$ cat src/logic/smpf_pkg.sv
// package: constants and carriers for the supply monitor power-fail reset block
package smpf_pkg;
    // ----------------------------------------------------------------
    // register map and field layout
    // ----------------------------------------------------------------
    localparam logic [7:0] SUPPLY_MONITOR_CONTROL_ADDR = 8'hff;
    localparam int DIG_EN_BIT = 7;
    localparam int DIG_SEL_BIT = 6;
    localparam int DIG_OK_BIT = 5;
    localparam int DIG_WARN_BIT = 4;
    localparam int ANA_EN_BIT = 3;
    localparam int ANA_SEL_BIT = 2;
    localparam int ANA_OK_BIT = 1;
    localparam int ANA_WARN_BIT = 0;
    localparam logic [7:0] CTRL_RESET = 8'hc0;

    // one monitor's software settings
    typedef struct packed {
        logic enable;
        logic reset_sel;
    } smpf_mon_cfg_s;

    // one monitor's comparator levels (high = supply above threshold)
    typedef struct packed {
        logic above_rst;
        logic above_warn;
    } smpf_cmp_s;

    // one-port register access
    typedef struct packed {
        logic wr;
        logic rd;
        logic [7:0] addr;
        logic [7:0] wdata;
    } smpf_reg_req_s;
endpackage

$ cat src/logic/smpf_supply_monitor.sv
// module: power-fail reset control for a digital and an analog supply monitor
`timescale 1ns/10ps
module smpf_supply_monitor (
    input wire logic core_clk,
    input wire logic rst,
    input wire logic por_event,
    input wire smpf_pkg::smpf_cmp_s dig_cmp,
    input wire smpf_pkg::smpf_cmp_s ana_cmp,
    input wire logic sleep_mode,
    input wire smpf_pkg::smpf_reg_req_s reg_req,
    input wire logic flash_op,
    input wire logic power_fail_flag_clr,
    output logic [7:0] reg_rdata,
    output logic core_reset,
    output logic reset_pin_n,
    output logic power_fail_reset_flag,
    output logic ram_invalid,
    output logic flash_error_reset,
    output logic supply_warn_irq
);
    // ----------------------------------------------------------------
    // synchroniser bit positions and address decode
    // ----------------------------------------------------------------
    localparam int DIG_RST_IDX = 3;
    localparam int DIG_WARN_IDX = 2;
    localparam int ANA_RST_IDX = 1;
    localparam int ANA_WARN_IDX = 0;

    // one compare shared by the write and the read path
    function automatic logic hits_ctrl(input logic [7:0] addr);
        return addr == smpf_pkg::SUPPLY_MONITOR_CONTROL_ADDR;
    endfunction

    // ----------------------------------------------------------------
    // comparator synchronisers
    // ----------------------------------------------------------------
    logic [3:0] cmp_meta_ff;
    logic [3:0] cmp_sync_ff;
    logic [3:0] nxt_cmp_sync;

    // second stage only reads the first; everything else reads the second
    always_comb begin
        nxt_cmp_sync = cmp_meta_ff;
    end

    // reset to supply-good: a general reset must not fake a warning or hold the core
    always_ff @(posedge core_clk or posedge rst) begin
        if (rst) begin
            cmp_meta_ff <= '1;
            cmp_sync_ff <= '1;
        end else begin
            cmp_meta_ff <= {dig_cmp.above_rst, dig_cmp.above_warn,
                            ana_cmp.above_rst, ana_cmp.above_warn};
            cmp_sync_ff <= nxt_cmp_sync;
        end
    end

    // ----------------------------------------------------------------
    // monitor settings, kept across all but power-on/power-fail reset
    // ----------------------------------------------------------------
    smpf_pkg::smpf_mon_cfg_s dig_cfg_ff;
    smpf_pkg::smpf_mon_cfg_s ana_cfg_ff;
    smpf_pkg::smpf_mon_cfg_s nxt_dig_cfg;
    smpf_pkg::smpf_mon_cfg_s nxt_ana_cfg;
    logic ctrl_wr;
    logic pf_flag_ff;
    logic nxt_pf_flag;
    logic warn_seen_ff;
    logic nxt_warn_seen;
    logic warn_irq_en_ff;
    logic nxt_warn_irq_en;
    logic dig_mon_hold;
    logic ana_mon_hold;
    logic dig_below;
    logic ana_below;

    assign ctrl_wr = reg_req.wr && hits_ctrl(reg_req.addr);

    // software writes; rst (other resets) never touches these
    always_comb begin
        nxt_dig_cfg = dig_cfg_ff;
        nxt_ana_cfg = ana_cfg_ff;
        nxt_warn_irq_en = warn_irq_en_ff;
        if (ctrl_wr) begin
            nxt_dig_cfg.enable = reg_req.wdata[smpf_pkg::DIG_EN_BIT];
            nxt_dig_cfg.reset_sel = reg_req.wdata[smpf_pkg::DIG_SEL_BIT];
            nxt_ana_cfg.enable = reg_req.wdata[smpf_pkg::ANA_EN_BIT];
            nxt_ana_cfg.reset_sel = reg_req.wdata[smpf_pkg::ANA_SEL_BIT];
            // writing a one to the digital warn bit arms the warning interrupt
            nxt_warn_irq_en = reg_req.wdata[smpf_pkg::DIG_WARN_BIT];
        end
    end

    // reset only by power-on/power-fail, so software resets keep settings
    always_ff @(posedge core_clk or posedge por_event) begin
        if (por_event) begin
            dig_cfg_ff <= '{enable: 1'b1, reset_sel: 1'b1};
            ana_cfg_ff <= '{enable: 1'b0, reset_sel: 1'b0};
            warn_irq_en_ff <= 1'b0;
        end else begin
            dig_cfg_ff <= nxt_dig_cfg;
            ana_cfg_ff <= nxt_ana_cfg;
            warn_irq_en_ff <= nxt_warn_irq_en;
        end
    end

    // ----------------------------------------------------------------
    // reset generation
    // ----------------------------------------------------------------
    // settings are never overwritten in sleep, only masked, so wake restores them
    assign dig_mon_hold = dig_cfg_ff.enable && dig_cfg_ff.reset_sel && !sleep_mode;
    assign ana_mon_hold = ana_cfg_ff.enable && ana_cfg_ff.reset_sel && !sleep_mode;

    // raw level asserts at once with no clock; release waits for the
    // synchronised level, so a comparator glitch cannot free the core early
    assign dig_below = !dig_cmp.above_rst || !cmp_sync_ff[DIG_RST_IDX];
    assign ana_below = !ana_cmp.above_rst || !cmp_sync_ff[ANA_RST_IDX];
    assign core_reset = (dig_mon_hold && dig_below)
                     || (ana_mon_hold && ana_below)
                     || por_event;
    assign reset_pin_n = !core_reset;

    // ----------------------------------------------------------------
    // power-fail flag and warning state
    // ----------------------------------------------------------------
    // flag sticks until software clears it; a new power-fail wins over the clear
    always_comb begin
        nxt_pf_flag = pf_flag_ff;
        if (power_fail_flag_clr) begin
            nxt_pf_flag = 1'b0;
        end
    end

    // latch a warning while the digital monitor is live; a set beats a clear
    always_comb begin
        nxt_warn_seen = warn_seen_ff;
        if (!cmp_sync_ff[DIG_WARN_IDX] && dig_cfg_ff.enable && !sleep_mode) begin
            nxt_warn_seen = 1'b1;
        end else if (ctrl_wr && !reg_req.wdata[smpf_pkg::DIG_OK_BIT]) begin
            nxt_warn_seen = 1'b0;
        end
    end

    always_ff @(posedge core_clk or posedge por_event) begin
        if (por_event) begin
            pf_flag_ff <= 1'b1;
        end else begin
            pf_flag_ff <= nxt_pf_flag;
        end
    end

    always_ff @(posedge core_clk or posedge rst) begin
        if (rst) begin
            warn_seen_ff <= 1'b0;
        end else begin
            warn_seen_ff <= nxt_warn_seen;
        end
    end

    assign power_fail_reset_flag = pf_flag_ff;
    assign ram_invalid = pf_flag_ff;
    assign supply_warn_irq = warn_seen_ff && warn_irq_en_ff;

    // ----------------------------------------------------------------
    // flash protection
    // ----------------------------------------------------------------
    // a flash operation without the digital monitor enabled resets the device
    assign flash_error_reset = flash_op && !dig_cfg_ff.enable;

    // ----------------------------------------------------------------
    // read data, registered
    // ----------------------------------------------------------------
    logic [7:0] rdata_ff;
    logic [7:0] nxt_rdata;

    // ok bits are live levels per monitor; the digital warn bit shows the latched warning, the analog one the below-warning level
    always_comb begin
        nxt_rdata = rdata_ff;
        if (reg_req.rd && hits_ctrl(reg_req.addr)) begin
            nxt_rdata = 8'h00;
            nxt_rdata[smpf_pkg::DIG_EN_BIT] = dig_cfg_ff.enable;
            nxt_rdata[smpf_pkg::DIG_SEL_BIT] = dig_cfg_ff.reset_sel;
            nxt_rdata[smpf_pkg::DIG_OK_BIT] = cmp_sync_ff[DIG_WARN_IDX];
            nxt_rdata[smpf_pkg::DIG_WARN_BIT] = warn_seen_ff;
            nxt_rdata[smpf_pkg::ANA_EN_BIT] = ana_cfg_ff.enable;
            nxt_rdata[smpf_pkg::ANA_SEL_BIT] = ana_cfg_ff.reset_sel;
            nxt_rdata[smpf_pkg::ANA_OK_BIT] = cmp_sync_ff[ANA_WARN_IDX];
            nxt_rdata[smpf_pkg::ANA_WARN_BIT] = !cmp_sync_ff[ANA_WARN_IDX];
        end else if (reg_req.rd) begin
            nxt_rdata = 8'h00;
        end
    end

    always_ff @(posedge core_clk or posedge rst) begin
        if (rst) begin
            rdata_ff <= 8'h00;
        end else begin
            rdata_ff <= nxt_rdata;
        end
    end

    assign reg_rdata = rdata_ff;
endmodule

$ cat config.mk
export PLATFORM = sky130hd
export DESIGN_NAME = smpf_supply_monitor
export DESIGN_NICKNAME = d
export VERILOG_FILES = /design/src/logic/smpf_pkg.sv /design/src/logic/smpf_supply_monitor.sv
export SDC_FILE = /design/constraint.sdc
export NUM_CORES = 1
export LEC_CHECK = 0
export ABC_AREA = 1
export CELL_PAD_IN_SITES_DETAIL_PLACEMENT = 1
export CELL_PAD_IN_SITES_GLOBAL_PLACEMENT = 1
export CORE_MARGIN = 2
export CORE_UTILIZATION = 48
export DETAILED_ROUTE_END_ITERATION = 7
export DONT_BUFFER_PORTS = 1
export PLACE_DENSITY = 0.82
export SLEW_MARGIN = 15
export SYNTH_ARGS = -nofsm -noshare
export SYNTH_HDL_FRONTEND = slang
export SYNTH_SLANG_ARGS = --single-unit
$ cat constraint.sdc
create_clock -name core_clk -period 2.7 [get_ports core_clk]
set_input_delay 0.675 -clock core_clk [delete_from_list [all_inputs] [get_ports core_clk]]
set_output_delay 0.675 -clock core_clk [all_outputs]
set_load 0.005 [all_outputs]
==> implementation parameters <==
Parameter                              Value

Clock network
  Clock transition at the registers of the reported paths    between 0.1 and 0.15 ns
  Number of sinks handled by clock tree synthesis    23
  Number of resized instances in the post-cts repair step    0
  Number of H-tree levels    1
  TritonCTS clock tree    done
  Maximum number of buffers from clock root to sink    2
  Number of buffers inserted during clock tree synthesis    3
  Clock Latency Late Sink    about 0.30 ns
  Post-CTS setup-driven buffer insertion count    0
  Number of buffers inserted for hold repair after clock tree synthesis    0
  Clock tree root driver cell    sky130_fd_sc_hd__clkbuf_4

Timing
  Ratio of final minimum period to clock period    between 70% and 80%
  Relative max-transition margin    59.0%
  Setup repair after global routing missed its margin    false
  Final min period    about 1.9 ns
  Total Negative Setup Slacks    0 ns
  Worst Max-Slew Pin Slew    0.614 ns
  Maximum achievable frequency    525 MHz
  Endpoints failing setup    0
  Hold Vio Cnt, Final    0
  Clock Skew    slightly below 0.007 ns
  Number of slew-limit violations in the final report    0

Die
  Die Ht    roughly 50 µm
  Rows    16
  Initial core utilization    slightly above 50%
  Core area    0.00196 mm²
  Number of top-level pins    42
  Die footprint    approximately 0.0025 mm²
  Die Width    between 40 and 50 µm

Cells and area
  Final Util    53.6%
  Footprint of the multi-input gates    approximately 300 µm²
  Proportion of layout cells with a drive suffix above 1    roughly 32%
  Post-layout instance count excluding filler cells    120
  Diodes inserted    0
  Filler Cell Count    about 230
  Area growth, synth to finish    4.86%
  Register area    just under 600 µm²
  Layout net count    122

Run status
  Run status    finished clean

Global routing
  Antenna violations before repair    0
  Pin count of the biggest net entering global routing    18
  Remaining global-route overflow    0
  Global-route wire length before repair    between 2000 and 3000 µm
  GRT Util Overall    ~16%
  Number of global-route vias before repair    around 680

Synth
  Simple-Gate Fraction of Synth Area    around 17%
  Average cell area after synthesis    about 11 µm²
  Async S/R FF share, synth    100%
  Area share of fa/ha/maj cells after synthesis    0%
  Count of synthesis-stage warnings from yosys    0
  Synth Net Count    approximately 120
  Count of different cell masters after synthesis    14
  Most instantiated flip-flop cell in the synthesis netlist    sky130_fd_sc_hd__dfrtp_1
  List of most frequent post-synthesis cells    sky130_fd_sc_hd__inv_1, sky130_fd_sc_hd__dfrtp_1, sky130_fd_sc_hd__dfstp_2, sky130_fd_sc_hd__nand2_1, sky130_fd_sc_hd__o22ai_2
  Compound-cell area share of the yosys netlist    12.5%
  Area fraction of the dominant cell type after synthesis    29.9%
  Largest family of logic cells by synthesized area    simple AND/OR/NAND/NOR gates
  Most area-hungry cell type in the Yosys netlist    sky130_fd_sc_hd__dfrtp_1
  Number of flip-flops and latches in the synthesized netlist    23
  Sequential cell area fraction in the yosys report    between 50% and 60%
  Mux cell area share after synthesis    0%
  XOR/XNOR share of the synthesized area    0%
  Count of flip-flops with a built-in enable after synthesis    0
  Post-synth design cell area    between 0.001 and 0.0015 mm²
  Post-synthesis instance total    roughly 90
  Library cell with the highest instance count after synthesis    sky130_fd_sc_hd__inv_1
  Top cells by area, synth    sky130_fd_sc_hd__dfrtp_1, sky130_fd_sc_hd__dfstp_2, sky130_fd_sc_hd__inv_1, sky130_fd_sc_hd__o22ai_2, sky130_fd_sc_hd__nand2_1

Placement
  Last weighted congestion value of the routability-driven placer    between 0.6 and 0.7
  Number of instances in the placed design    ~120
  HPWL Detailed    about 1400 µm
  Total of buffers placed on input and output ports    0

Power and ir drop
  Power share of the sequential group    66.6%
  Net Sw Frac    a little under a quarter
  IR drop worst, VDD    roughly 0.29 mV
  Post-route total power    561 µW
  P per Cell Area    533 mW/mm²
  Relative contribution of the clock network to total power    roughly 27%
  Leakage power of the design    0.487 nW
  Logic pwr share    6.3%
  Internal power component    431 µW
  Net Switching    between 100 and 150 µW

Critical path
  Arr. time, crit path    1.23 ns
  Maximum fanout along the worst path    5
  Biggest cell delay along the critical path    around 0.61 ns
  Worst setup path class    flop to output pin
  Crit. End Element    output pin
  Data required time at the worst endpoint    around 2.0 ns
  Startpoint Class    flop
  Cell class contributing the biggest share of worst-path delay    flip-flops
  Crit path buf inv count    1
  Sequence of cells on the critical path    nand4_1 -> nand3_1 -> inv_1
  CP max stage cell    sky130_fd_sc_hd__dfstp_2

Routing
  Detailed Route WL    ~1700 µm
  Antenna Nets Post-Route    0
  Iteration count of the initial detailed-routing pass    3
  Number of DRC violations after detailed routing    0
  Routed wirelength normalized by instance count    around 14 µm
  Detailed router's first-iteration violation count    1
  Via count    between 500 and 600
  DR vias/cell    4.97

Flow run
  Max-cap violation count    0

Worst hold path
  Hold crit path type    input pin to async pin
==> path summary, 6_finish.rpt <==
kind,cells past startpoint,slack (ns),from,end
max in group asynchronous,1,1.99,rst,warn_seen_ff$_DFFE_PP0P_
hold / removal,1,0.17,por_event,warn_irq_en_ff$_DFFE_PP0P_
setup / recovery,3,0.80,dig_cfg_ff[1]$_DFFE_PP1P_,reset_pin_n
min in group core_clk,0,0.35,ana_cmp[1],cmp_meta_ff[1]$_DFF_PP1_
setup reg to reg,2,1.86,dig_cfg_ff[1]$_DFFE_PP1P_,reg_rdata[7]$_DFFE_PP0P_
hold reg to reg,0,0.36,cmp_meta_ff[2]$_DFF_PP1_,cmp_sync_ff[2]$_DFF_PP1_
==> state kept, by name, indices dropped and copies added (netlist names) <==
signal                 flops
cmp_sync_ff                4
reg_rdata                  8
dig_cfg_ff                 2
power_fail_reset_flag      1
ana_cfg_ff                 2
warn_irq_en_ff             1
cmp_meta_ff                4
warn_seen_ff               1
==> cells in the final DEF (no fill, tap or decap) <==
master                     count
sky130_fd_sc_hd__inv_1        28
sky130_fd_sc_hd__dfrtp_1      12
sky130_fd_sc_hd__nand2_1      11
sky130_fd_sc_hd__dfstp_2      11
sky130_fd_sc_hd__o22ai_2       8
sky130_fd_sc_hd__o21ai_1       5
sky130_fd_sc_hd__nand2_2       3
sky130_fd_sc_hd__nand4_1       3
sky130_fd_sc_hd__clkbuf_4      3
sky130_fd_sc_hd__nor2_8        2
sky130_fd_sc_hd__nand3_4       2
sky130_fd_sc_hd__nand3_1       2
sky130_fd_sc_hd__nor2_1        2
sky130_fd_sc_hd__clkinv_2      1
==> through the flow <==
step                      cell area (µm²)  hold WS (ns)  worst slack [ns]
after global placement               1020         0.346             0.869
after detailed placement             1020         0.347             0.859
after global routing                 1050         0.166             0.730
after CTS                            1050         0.161             0.779
after floorplan                      1000         0.345             0.978
final                                1050         0.171             0.796
==> kinds of logic after synthesis <==
| group | count (synthesis) |
|---|---|
| AO/OA/AOI/OAI | 13 |
| buffers and inverters | 30 |
| flip-flops | 23 |
| AND/OR/NAND/NOR | 25 |
==> layout make-up <==
cell class	count	area share (%)
well taps	27	3.21
flip-flops and latches	23	56.0
clock inverters	1	0.476
clock buffers	3	2.14
inverters	28	9.99
multi-input cells	38	28.2
==> power groups by stage <==
stage	Sequential, mW	Combinational (mW)	Clock, mW
5_1_grt	0.376	0.0422	0.175
6_report	0.374	0.0354	0.152
4_1_cts	0.374	0.0367	0.161
3_3_place_gp	0.378	0.0347	0
3_5_place_dp	0.380	0.0367	0
2_1_floorplan	0.376	0.0340	0
==> layer usage <==
| metal | GRT usage, % | vias up | routed length [µm] |
|---|---|---|---|
| met3 | 6.06 | 2 | 100 |
| met5 | 0 | - | 0 |
| met2 | 28.4 | 21 | 909 |
| met1 | 17.2 | 295 | 678 |
| li1 | - | 278 | - |
| met4 | 6.94 | 0 | 13 |
(Power assumes the default switching activity.)
